## config.mk

```make
export PLATFORM = sky130hd
export DESIGN_NAME = cmi_ctrl
export DESIGN_NICKNAME = d
export VERILOG_FILES = /design/src/include/cmi_pkg.sv /design/src/hw/cmi_ctrl.sv
export SDC_FILE = /design/constraint.sdc
export NUM_CORES = 1
export LEC_CHECK = 0
export ABC_AREA = 1
export BUFFER_PORTS_ARGS = -buffer_cell sky130_fd_sc_hd__buf_2
export CAP_MARGIN = 20
export CORE_AREA = 3 3 72 74
export CTS_CLUSTER_SIZE = 30
export DETAILED_ROUTE_END_ITERATION = 10
export DIE_AREA = 0 0 75 77
export MAX_ROUTING_LAYER = met4
export PLACE_DENSITY = 0.9
export SYNTH_ARGS = -nofsm -noshare
export SYNTH_HDL_FRONTEND = slang
export SYNTH_SLANG_ARGS = --single-unit
```

## constraint.sdc

```tcl
create_clock -name clk_in -period 2.4 [get_ports clk_in]
set_clock_uncertainty 0.05 [all_clocks]
set_input_delay 0.36 -clock clk_in [delete_from_list [all_inputs] [get_ports clk_in]]
set_output_delay 0.36 -clock clk_in [all_outputs]
set_load 0.005 [all_outputs]
```

## src/include/cmi_pkg.sv

```systemverilog
// Package for the CAN mode and interrupt-code control core
package cmi_pkg;

  // ----------------------------------------------------------------
  // Register map (byte offsets on a 32-bit Wishbone bus)
  // ----------------------------------------------------------------
  localparam logic [3:0] CMI_OFS_CONTROL  = 4'h0;
  localparam logic [3:0] CMI_OFS_STATUS   = 4'h4;
  localparam logic [3:0] CMI_OFS_ENH_CTRL = 4'h8;

  // ----------------------------------------------------------------
  // Field positions and reset values
  // ----------------------------------------------------------------
  localparam int         CMI_POS_REQ       = 5;
  localparam int         CMI_POS_ABORT     = 4;
  localparam int         CMI_POS_WIN       = 1;
  localparam int         CMI_POS_OPMODE    = 6;
  localparam logic [2:0] CMI_RST_REQ       = 3'h4;
  localparam logic [2:0] CMI_RST_WIN       = 3'h0;
  localparam logic [4:0] CMI_RST_EWIN      = 5'h00;

  // ----------------------------------------------------------------
  // Mode codes (request and status share the encoding)
  // ----------------------------------------------------------------
  localparam logic [2:0] CMI_MODE_NORMAL   = 3'h0;
  localparam logic [2:0] CMI_MODE_DISABLE  = 3'h1;
  localparam logic [2:0] CMI_MODE_LOOPBACK = 3'h2;
  localparam logic [2:0] CMI_MODE_LISTEN   = 3'h3;
  localparam logic [2:0] CMI_MODE_CONFIG   = 3'h4;

  // Operating layouts
  typedef enum logic [1:0] {
    CMI_OPM_LEGACY   = 2'h0,
    CMI_OPM_ENHANCED = 2'h1,
    CMI_OPM_FIFO     = 2'h2,
    CMI_OPM_RSVD     = 2'h3
  } cmi_opm_t;

  // ----------------------------------------------------------------
  // Interrupt codes: legacy three-bit and extended five-bit
  // ----------------------------------------------------------------
  localparam logic [2:0] CMI_LC_NONE  = 3'h0;
  localparam logic [2:0] CMI_LC_ERR   = 3'h1;
  localparam logic [2:0] CMI_LC_TX2   = 3'h2;
  localparam logic [2:0] CMI_LC_TX1   = 3'h3;
  localparam logic [2:0] CMI_LC_TX0   = 3'h4;
  localparam logic [2:0] CMI_LC_RX1   = 3'h5;
  localparam logic [2:0] CMI_LC_RX0   = 3'h6;
  localparam logic [2:0] CMI_LC_WAKE  = 3'h7;
  localparam logic [4:0] CMI_EC_NONE  = 5'h00;
  localparam logic [4:0] CMI_EC_ERR   = 5'h02;
  localparam logic [4:0] CMI_EC_TX2   = 5'h04;
  localparam logic [4:0] CMI_EC_TX1   = 5'h06;
  localparam logic [4:0] CMI_EC_TX0   = 5'h08;
  localparam logic [4:0] CMI_EC_WAKE  = 5'h0e;
  localparam logic [4:0] CMI_EC_RX0   = 5'h10;
  localparam logic [4:0] CMI_EC_RX1   = 5'h11;
  localparam logic [4:0] CMI_EC_PRG0  = 5'h12;

  // Buffer window codes presented on the window output
  localparam logic [4:0] CMI_WIN_TX_BUFFER_0 = 5'h03;
  localparam logic [4:0] CMI_WIN_TX_BUFFER_1 = 5'h04;
  localparam logic [4:0] CMI_WIN_TX_BUFFER_2 = 5'h05;
  localparam logic [4:0] CMI_WIN_RX_BUFFER_0 = 5'h10;
  localparam logic [4:0] CMI_WIN_RX_BUFFER_1 = 5'h11;

  localparam int CMI_NUM_PRG = 6;

  // Interrupt sources from the protocol engine and buffers
  typedef struct packed {
    logic                   err;
    logic                   tx2;
    logic                   tx1;
    logic                   tx0;
    logic                   rx1;
    logic                   rx0;
    logic                   wake;
    logic [CMI_NUM_PRG-1:0] prg;
    logic [CMI_NUM_PRG-1:0] prg_is_rx;
  } cmi_irq_src_t;

endpackage

```

## src/hw/cmi_ctrl.sv

```systemverilog
// CAN mode control, abort and interrupt-code core with Wishbone slave
//
// The Wishbone register port and the register offsets were decided locally.
`timescale 1ns/1ns
// Contract
// - Request 1xx config; 011,010,001,000 other modes
// - Status reports the mode actually in effect
// - Config switch waits for idle bus
// - Other modes take effect immediately
// - Abort bit set-only; aborts all pending transmissions
// - Legacy window code selects TX0/1/2, RX1, else RX0
// - Window output maps chosen buffer into access area
// - FIFO mode: low control bits show read pointer
// - Pending interrupt gives prioritized source code
// - Legacy codes: none,error,TX2,TX1,TX0,RX1,RX0
// - Legacy code 111 means wake-up
// - Enhanced five-bit codes per buffer source
// - FIFO receive programmable buffer reports 10000
// - Legacy interrupt codes line up with window codes
// - Legacy code in bits 3-1, enhanced in 4-0
// - Layout select: legacy, enhanced, FIFO, reserved
// - Layout select changes only in configuration mode
module cmi_ctrl
  import cmi_pkg::*;
(
  // Clock and reset
  input  wire logic         clk_in,
  input  wire logic         sys_rst_in,
  // Wishbone classic slave
  input  wire logic         wb_cyc_in,
  input  wire logic         wb_stb_in,
  input  wire logic         wb_we_in,
  input  wire logic [3:0]   wb_adr_in,
  input  wire logic [3:0]   wb_sel_in,
  input  wire logic [31:0]  wb_dat_in,
  output logic      [31:0]  wb_dat_out,
  output logic              wb_ack_out,
  // Protocol engine and buffers
  input  wire logic         bus_idle_in,
  input  wire logic         tx_pending_in,
  input  wire logic [2:0]   fifo_ptr_in,
  input  wire cmi_irq_src_t irq_src_in,
  // Control outputs
  output logic [2:0]        mode_status_out,
  output logic [1:0]        op_mode_out,
  output logic              abort_all_tx_out,
  output logic [4:0]        buf_window_out
);

  // ----------------------------------------------------------------
  // Register state
  // ----------------------------------------------------------------
  typedef enum logic [2:0] {
    ST_RUN  = 3'b001,
    ST_WAIT = 3'b010,
    ST_CFG  = 3'b100
  } cmi_state_t;

  cmi_state_t  state_q;
  logic [2:0]  req_q;
  logic        abort_q;
  logic [2:0]  win_q;
  logic [4:0]  ewin_q;
  cmi_opm_t    opm_q;
  logic [2:0]  mode_q;
  logic [4:0]  code_q;
  logic [4:0]  code_d;
  logic [7:0]  ctrl_rd;
  logic [7:0]  stat_rd;
  logic [7:0]  ectl_rd;
  logic        wb_req;
  logic        wr_ctrl;
  logic        wr_ectl;
  logic        req_cfg;
  logic [2:0]  req_mode;

  // ----------------------------------------------------------------
  // Bus decode
  // ----------------------------------------------------------------
  // Writes need lane 0; registers are eight bits in the low byte
  assign wb_req  = wb_cyc_in && wb_stb_in && !wb_ack_out;
  assign wr_ctrl = wb_req && wb_we_in && wb_sel_in[0] &&
                   (wb_adr_in == CMI_OFS_CONTROL);
  assign wr_ectl = wb_req && wb_we_in && wb_sel_in[0] &&
                   (wb_adr_in == CMI_OFS_ENH_CTRL);

  // Any set top bit is a configuration request
  assign req_cfg  = req_q[2];
  assign req_mode = req_cfg ? CMI_MODE_CONFIG : req_q;

  // ----------------------------------------------------------------
  // Control register
  // ----------------------------------------------------------------
  // Request field is plain read/write; the window is written only in legacy layout
  always_ff @(posedge clk_in) begin
    if (sys_rst_in) begin
      req_q <= CMI_RST_REQ;
      win_q <= CMI_RST_WIN;
    end else if (wr_ctrl) begin
      req_q <= wb_dat_in[CMI_POS_REQ +: 3];
      if (opm_q == CMI_OPM_LEGACY) begin
        win_q <= wb_dat_in[CMI_POS_WIN +: 3];
      end
    end
  end

  // Abort is set by software only; hardware drops it once nothing
  // is pending, and a write setting it in that cycle wins
  always_ff @(posedge clk_in) begin
    if (sys_rst_in) begin
      abort_q <= 1'b0;
    end else if (wr_ctrl && wb_dat_in[CMI_POS_ABORT]) begin
      abort_q <= 1'b1;
    end else if (!tx_pending_in) begin
      abort_q <= 1'b0;
    end
  end

  // ----------------------------------------------------------------
  // Enhanced control: layout select and extended window
  // ----------------------------------------------------------------
  // Layout may only move while in configuration mode; the reserved
  // code is refused so the layout is always a defined one
  always_ff @(posedge clk_in) begin
    if (sys_rst_in) begin
      opm_q  <= CMI_OPM_LEGACY;
      ewin_q <= CMI_RST_EWIN;
    end else if (wr_ectl) begin
      if (mode_q == CMI_MODE_CONFIG &&
          wb_dat_in[CMI_POS_OPMODE +: 2] != CMI_OPM_RSVD) begin
        opm_q <= cmi_opm_t'(wb_dat_in[CMI_POS_OPMODE +: 2]);
      end
      ewin_q <= wb_dat_in[4:0];
    end
  end

  // ----------------------------------------------------------------
  // Mode sequencer
  // ----------------------------------------------------------------
  // Configuration is entered only on an idle bus so no frame is cut;
  // every other mode follows the request on the next edge
  always_ff @(posedge clk_in) begin
    if (sys_rst_in) begin
      state_q <= ST_CFG;
      mode_q  <= CMI_MODE_CONFIG;
    end else begin
      case (state_q)
        ST_RUN: begin
          if (req_cfg) begin
            state_q <= ST_WAIT;
          end else begin
            mode_q <= req_mode;
          end
        end
        ST_WAIT: begin
          if (!req_cfg) begin
            state_q <= ST_RUN;
            mode_q  <= req_mode;
          end else if (bus_idle_in) begin
            state_q <= ST_CFG;
            mode_q  <= CMI_MODE_CONFIG;
          end
        end
        ST_CFG: begin
          if (!req_cfg) begin
            state_q <= ST_RUN;
            mode_q  <= req_mode;
          end
        end
        default: begin
          state_q <= ST_CFG;
          mode_q  <= CMI_MODE_CONFIG;
        end
      endcase
    end
  end

  // ----------------------------------------------------------------
  // Interrupt source priority encoder
  // ----------------------------------------------------------------
  // Fixed priority: error, TX0, TX1, TX2, RX0, RX1, programmable
  // buffers low first, wake-up last. Legacy codes are the window codes.
  always_comb begin
    code_d = CMI_EC_NONE;
    if (opm_q == CMI_OPM_LEGACY) begin
      if (irq_src_in.err)       code_d = {1'b0, CMI_LC_ERR, 1'b0};
      else if (irq_src_in.tx0)  code_d = {1'b0, CMI_LC_TX0, 1'b0};
      else if (irq_src_in.tx1)  code_d = {1'b0, CMI_LC_TX1, 1'b0};
      else if (irq_src_in.tx2)  code_d = {1'b0, CMI_LC_TX2, 1'b0};
      else if (irq_src_in.rx0)  code_d = {1'b0, CMI_LC_RX0, 1'b0};
      else if (irq_src_in.rx1)  code_d = {1'b0, CMI_LC_RX1, 1'b0};
      else if (irq_src_in.wake) code_d = {1'b0, CMI_LC_WAKE, 1'b0};
    end else begin
      if (irq_src_in.err)       code_d = CMI_EC_ERR;
      else if (irq_src_in.tx0)  code_d = CMI_EC_TX0;
      else if (irq_src_in.tx1)  code_d = CMI_EC_TX1;
      else if (irq_src_in.tx2)  code_d = CMI_EC_TX2;
      else if (irq_src_in.rx0)  code_d = CMI_EC_RX0;
      else if (irq_src_in.rx1)  code_d = (opm_q == CMI_OPM_FIFO) ?
                                         CMI_EC_RX0 : CMI_EC_RX1;
      else if (|irq_src_in.prg) begin
        for (int i = CMI_NUM_PRG - 1; i >= 0; i--) begin
          if (irq_src_in.prg[i]) begin
            if (opm_q == CMI_OPM_FIFO && irq_src_in.prg_is_rx[i]) begin
              code_d = CMI_EC_RX0;
            end else begin
              code_d = CMI_EC_PRG0 + 5'(i);
            end
          end
        end
      end
      else if (irq_src_in.wake) code_d = CMI_EC_WAKE;
    end
  end

  // Code is registered so a read sees one consistent value
  always_ff @(posedge clk_in) begin
    if (sys_rst_in) begin
      code_q <= CMI_EC_NONE;
    end else begin
      code_q <= code_d;
    end
  end

  // ----------------------------------------------------------------
  // Read views per layout
  // ----------------------------------------------------------------
  always_comb begin
    ctrl_rd = {req_q, abort_q, 4'h0};
    case (opm_q)
      CMI_OPM_LEGACY: ctrl_rd[3:0] = {win_q, 1'b0};
      CMI_OPM_FIFO:   ctrl_rd[3:0] = {1'b0, fifo_ptr_in};
      default:        ctrl_rd[3:0] = 4'h0;
    endcase
  end

  // Legacy view masks bits 4 and 0: the code register lags a layout
  // change by a cycle and may still hold a five-bit extended code
  assign stat_rd = (opm_q == CMI_OPM_LEGACY) ?
                   {mode_q, 1'b0, code_q[3:1], 1'b0} :
                   {mode_q, code_q};
  assign ectl_rd = {opm_q, 1'b0,
                    (opm_q == CMI_OPM_LEGACY) ? 5'h00 : ewin_q};

  // ----------------------------------------------------------------
  // Wishbone answer: ack one cycle after the request, unmapped reads 0
  // ----------------------------------------------------------------
  always_ff @(posedge clk_in) begin
    if (sys_rst_in) begin
      wb_ack_out <= 1'b0;
      wb_dat_out <= 32'h0000_0000;
    end else begin
      wb_ack_out <= wb_req;
      if (wb_req && !wb_we_in) begin
        case (wb_adr_in)
          CMI_OFS_CONTROL:  wb_dat_out <= {24'h000000, ctrl_rd};
          CMI_OFS_STATUS:   wb_dat_out <= {24'h000000, stat_rd};
          CMI_OFS_ENH_CTRL: wb_dat_out <= {24'h000000, ectl_rd};
          default:          wb_dat_out <= 32'h0000_0000;
        endcase
      end
    end
  end

  // ----------------------------------------------------------------
  // Outputs toward the core
  // ----------------------------------------------------------------
  // Legacy window decoded to the buffer it maps; enhanced passes on
  always_ff @(posedge clk_in) begin
    if (sys_rst_in) begin
      buf_window_out <= CMI_WIN_RX_BUFFER_0;
    end else if (opm_q == CMI_OPM_LEGACY) begin
      case (win_q)
        CMI_LC_TX0: buf_window_out <= CMI_WIN_TX_BUFFER_0;
        CMI_LC_TX1: buf_window_out <= CMI_WIN_TX_BUFFER_1;
        CMI_LC_TX2: buf_window_out <= CMI_WIN_TX_BUFFER_2;
        CMI_LC_RX1: buf_window_out <= CMI_WIN_RX_BUFFER_1;
        default:    buf_window_out <= CMI_WIN_RX_BUFFER_0;
      endcase
    end else begin
      buf_window_out <= ewin_q;
    end
  end

  // Mirrors for the engine; one cycle behind their registers
  always_ff @(posedge clk_in) begin
    if (sys_rst_in) begin
      mode_status_out  <= CMI_MODE_CONFIG;
      op_mode_out      <= CMI_OPM_LEGACY;
      abort_all_tx_out <= 1'b0;
    end else begin
      mode_status_out  <= mode_q;
      op_mode_out      <= opm_q;
      abort_all_tx_out <= abort_q;
    end
  end
endmodule

```

==> results of run 1 <==
## cells by family (layout without fill, tap and decap cells)
logic type,after synthesis,in the layout,share of synthesized area (%)
DFF,45,45,39.9
buffers and inverters,67,107,15.7
other,1,24,0.166
AOI/OAI and AO/OA,64,64,16.0
and+or+nand+nor,137,137,28.3
## final timing paths
kind	startpoint	to	cells after the start
max	opm_q[1]	code_q[0]	7
min	tx_pending_in	abort_q	2
max reg2reg	opm_q[1]	code_q[0]	7
min reg2reg	wb_dat_out[1]	wb_dat_out[1]	2
## layout by cell type, fill, tap and decap left out, types with 3 or more instances in the layout
cell	n
nand4_1	5
o211ai_1	3
clkbuf_8	5
nor2_2	6
nor3_1	7
nand2_1	58
o21ai_0	22
buf_2	61
dfxtp_1	45
conb_1	24
clkbuf_1	3
inv_1	35
a21oi_1	26
nand3_1	18
nor2_1	33
## power groups by stage
stage	registers (mW)	logic (mW)	clock network, mW
2_1_floorplan	0.794	0.148	0
3_3_place_gp	0.795	0.184	0
3_5_place_dp	0.795	0.189	0
4_1_cts	0.778	0.191	0.446
5_1_grt	0.781	0.217	0.479
6_report	0.778	0.192	0.437
## area by class of cell
type | count | area (um2) | area share [%]
multi-input cells | 225 | 1090 | 42.0
clock buffers | 8 | 80.1 | 3.09
flip-flops and latches | 45 | 901 | 34.8
repair buffers | 62 | 313 | 12.1
inverters | 37 | 139 | 5.36
well taps | 54 | 67.6 | 2.61
## state kept, by name, indices dropped and copies added (netlist names)
name / cells
wb_dat_out: 8
buf_window_out: 5
code_q: 5
ewin_q: 5
mode_q: 3
mode_status_out: 3
req_q: 3
state_q: 3
win_q: 3
op_mode_out: 2
opm_q: 2
abort_all_tx_out: 1
abort_q: 1
wb_ack_out: 1
## per-layer routing
| metal | wire (um) | track usage (%) |
|---|---|---|
| met4 | 113 | 7.12 |
| met5 | 0 | - |
| met2 | 2170 | 27.2 |
| met1 | 2330 | 23.1 |
| met3 | 414 | 3.80 |
==> results.yml, run 1 <==
timing:
  hold_viol_final: 0
  rsz0062_at_grt: "false"
  fmax_mhz: 527
  hold-worst-slack_ps: 237
  drv_slew: 0
  post-route-min-period_ps: 1900
  setup_slack_ps: 501
  setup-violations-final: 0
  relSlewSlack_pct: 63.6
  fin_crit_sh_pct: 79.1
  tightestPinTransition_ps: 546
  tns_ps: 0
synthesis:
  synth_seq_cells: 45
  synth.largest_area_cell: "dfxtp_1"
  synthFlopType: "dfxtp_1"
  syn_inst: 314
  synth_top_area_share_pct: 39.9
  yosys-top-cells-count: "nand2_1 (58), dfxtp_1 (45), inv_1 (35)"
  synth.area.top_cells: "dfxtp_1 (40%), nand2_1 (9.6%), buf_4 (8.3%)"
  syn_avg_cell_area_um2: 7.19
  syn_area_um2: 2260
  yosysMostFrequentCell: "nand2_1"
  async_flop_share_pct: 0
  yosys_warnings: 0
  ys_types: 35
  synth-edff-count: 0
  synth_seq_area_share_pct: 39.9
critical_path:
  end_kind: "flop"
  cp_top_family: "simple AND/OR/NAND/NOR gates"
  cp_slowest_stage_delay_ps: 380
  critPathMaxFanout: 11
  cpMostUsedCell: "inv_1"
  critPathLaunchType: "flop"
  crit_type: "reg -> reg"
  crit_required_ps: 2570
  crit_buf_inv: 2
  crit_arrival_ps: 2070
  reg2reg_slack_ps: 500
  worstPathCellList: "inv_1, nand2_1, inv_1, or2_1, nor2_1, o2111ai_1, a21oi_1"
  crit_slowest_cell: "dfxtp_1"
die:
  die_height_um: 77
  fp.dieW_um: 75
  start_util_pct: 48.4
  num_io_pins: 113
  rows: 25
  die_area_um2: 5780
  core_um2: 4660
finish:
  fin_area_um2: 2590
  layout.nets: 445
  fill_cells: 441
  fin_cells: 431
  area_delta_synth_final_pct: 14.7
  utilization_pct: 55.5
  final_layout_size_suffix_gt1_share_pct: 22.0
  antenna_cells: 0
route:
  via_count: 2163
  dr.pass1.iters: 4
  drtIter0Drc: 143
  avgViaCountPerCell: 5.02
  post-route-drc-count: 0
  drt-total-wl_um: 5020
  antenna_left: 0
  wl_per_cell_um: 11.6
worst_hold_path:
  min_path_type: "in -> reg"
power:
  total_power_mw: 1.41
  power_frac_comb_pct: 13.6
  power.switching_mw: 0.365
  vdd_drop_max_mv: 0.258
  power_density_nw_per_um2: 544
  leakage_nw: 1.21
  pwr-share-seq_pct: 55.3
  sw_frac_of_total_pct: 25.9
  clockPowerShare_pct: 31.1
  p_int_mw: 1.04
clock_tree:
  cts_inserted_buffers: 5
  tritoncts: "built"
  htree_levels: 2
  cts_root_buf: "clkbuf_8"
  cts_sinks: 45
  clk_pin_slew_ps: 80
  ctsHoldBuffers: 0
  cts_resized: 0
  clock_latency_ps: 290
  ctsLongestPathBuffers: 2
  post_cts_buffers: 0
place:
  dpl.hpwl_um: 3950
  dpl.cell_count: 423
  finalWeightedCongestion: 0.900
  portBuffers: 61
  place_ws_ps: 565
  postPlaceCellArea_um2: 2510
global_routing:
  grt_util_all_layers_pct: 18.0
  grt-ovfl-total: 0
  antenna_found_initial: 0
  grt_pass1_vias: 1858
  grt_max_degree: 24
  grt_pass1_wl_um: 7880
flow_run:
  max_cap_violations: 0
run_status:
  outcome: "finished, final reports clean"
No activity file was read; power rests on OpenSTA's default activity.
==> run 2: changes to the inputs <==
--- a/config.mk
+++ b/config.mk
@@ -8,12 +8,12 @@
 export ABC_AREA = 1
 export BUFFER_PORTS_ARGS = -buffer_cell sky130_fd_sc_hd__buf_2
 export CAP_MARGIN = 20
-export CORE_AREA = 3 3 72 74
+export CORE_AREA = 3 3 79 81
 export CTS_CLUSTER_SIZE = 30
 export DETAILED_ROUTE_END_ITERATION = 10
-export DIE_AREA = 0 0 75 77
+export DIE_AREA = 0 0 82 84
 export MAX_ROUTING_LAYER = met4
-export PLACE_DENSITY = 0.9
+export PLACE_DENSITY = 0.8
 export SYNTH_ARGS = -nofsm -noshare
 export SYNTH_HDL_FRONTEND = slang
 export SYNTH_SLANG_ARGS = --single-unit
==> constraint.sdc (replaced) <==
create_clock -name clk_in -period 1.6 [get_ports clk_in]
set_clock_uncertainty 0.05 [all_clocks]
set_input_delay 0.24 -clock clk_in [delete_from_list [all_inputs] [get_ports clk_in]]
set_output_delay 0.24 -clock clk_in [all_outputs]
set_load 0.005 [all_outputs]
==> run 2 against run 1 <==
  * Critical path depth unchanged
  * Power up 50%
  * Core utilization is 7.4 points lower
  * Final cell count increased by 5.8%
  * Final area rose by 3.0%
  * Non-clock buffer count is 7 higher
  * Critical endpoint is now mode_q[1]
  * Highest routed layer unchanged
==> results.yml, run 2 (same netlist as run 1, synthesis figures left out) <==
finish:
  area_delta_synth_final_pct: 18.2
  final_common_cell: "buf_2"
  fin_area_um2: 2670
  layout.nets: 452
  most-common-layout-cells: "buf_2 (61), nand2_1 (58), dfxtp_1 (44)"
  final_layout_size_suffix_gt1_share_pct: 24.2
  antenna_cells: 0
  regMostFlops: "wb_dat_out"
  largest_register_ffs: 8
  utilization_pct: 48.1
clock_tree:
  cts_root_buf: "clkbuf_8"
  clock_latency_ps: 290
  cts_resized: 0
  tritoncts: "built"
  clk_pin_slew_ps: 80
  post_cts_buffers: 0
  cts_inserted_buffers: 5
  cts_sinks: 45
  ctsHoldBuffers: 0
  htree_levels: 2
  ctsLongestPathBuffers: 2
critical_path:
  r2r_cells: 7
  reg2reg_slack_ps: 200
  crit_required_ps: 1740
  critPathLaunchType: "flop"
  r2r-end: "mode_q[1]"
  critPathLaunch: "state_q[2]"
  crit_arrival_ps: 1540
  crit_type: "reg -> reg"
  end_kind: "flop"
  critPathMaxFanout: 5
  worstReg2RegStart: "state_q[2]"
  endpoint: "mode_q[1]"
place:
  portBuffers: 61
  place_ws_ps: 145
  dpl.hpwl_um: 4080
  finalWeightedCongestion: 0.851
  postPlaceCellArea_um2: 2580
timing:
  post-route-min-period_ps: 1400
  rsz0062_at_grt: "false"
  drv_slew: 0
  fmax_mhz: 716
  fin_crit_sh_pct: 87.3
  hold_viol_final: 0
  setup_slack_ps: 203
  setup-violations-final: 0
  tns_ps: 0
worst_hold_path:
  min_path_type: "in -> reg"
die:
  start_util_pct: 40.7
  fp.dieW_um: 82
  core_um2: 5540
  die_height_um: 84
  num_io_pins: 113
  rows: 27
  die_area_um2: 6890
route:
  antenna_left: 0
  post-route-drc-count: 0
  dr.pass1.iters: 6
  wl_per_cell_um: 11.3
  drtIter0Drc: 177
  drt-total-wl_um: 5170
  via_count: 2174
  avgViaCountPerCell: 4.77
power:
  vdd_drop_max_mv: 0.390
  power_frac_comb_pct: 13.7
  total_power_mw: 2.11
  power_density_nw_per_um2: 792
  leakage_nw: 1.24
  pwr-share-seq_pct: 55.4
  sw_frac_of_total_pct: 25.7
  clockPowerShare_pct: 30.9
  p_int_mw: 1.57
  power.switching_mw: 0.544
global_routing:
  grt_pass1_vias: 1904
  grt_pass1_wl_um: 8430
  grt_max_degree: 19
  antenna_found_initial: 0
  grt_util_all_layers_pct: 15.8
  grt-ovfl-total: 0
flow_run:
  max_cap_violations: 0
run_status:
  outcome: "finished, final reports clean"
run 2: cell types whose count changed in the layout (fill, tap and decap cells not counted):
cell	change
buf_4	+7
dfxtp_1	-1
dfxtp_2	+1
inv_1	-1
inv_2	+1
nor2_1	-1
nor2_2	+1
run 2: how the worst min path moves through the flow:
stage          cells past startpoint        end  slack (ps)     startpoint
2_1_floorplan                      1  code_q[3]         260     sys_rst_in
3_3_place_gp                       2  ewin_q[4]         390      ewin_q[4]
3_5_place_dp                       2  ewin_q[4]         400      ewin_q[4]
4_1_cts                            2    abort_q         100  tx_pending_in
5_1_grt                            2    abort_q         110  tx_pending_in
6_report                           2    abort_q         110  tx_pending_in
run 2: per-stage QoR:
step,instances,hold slack (ps)
after detailed placement,448,402
after global routing,456,110
after floorplan,337,263
after CTS,456,102
after global placement,448,394
final,456,106
run 2: power by group through the flow:
stage / Clock, mW / Combinational [mW] / Sequential [mW]
finish: 0.653 / 0.290 / 1.17
global route: 0.713 / 0.332 / 1.17
CTS: 0.674 / 0.288 / 1.17
detailed placement: 0 / 0.287 / 1.19
global placement: 0 / 0.282 / 1.19
floorplan: 0 / 0.222 / 1.19
run 2: area by class of cell:
type / instances / area (um2)
clock buffer: 8 / 80.1
timing repair buffer: 69 / 365
fill: 567 / 2870
sequential: 45 / 902
multi-input combinational: 225 / 1090
tap: 72 / 90.1
inverter: 37 / 139
run 2: routing by layer:
layer	part of all wire, %	vias up	track usage [%]
li1	-	1120	-
met1	48	962	20.9
met2	43	86	23.4
met3	7.8	6	3.35
met4	1.4	0	5.59
met5	0	-	-
run 2: worst max-delay path: stages, from the launching register on:
cell and delay, ps:
dfxtp_1 330, inv_1 90, nand3_1 100, or3_4 370, nand2_4 90, nor2_2 40, a22oi_1 150, nor2_1 60
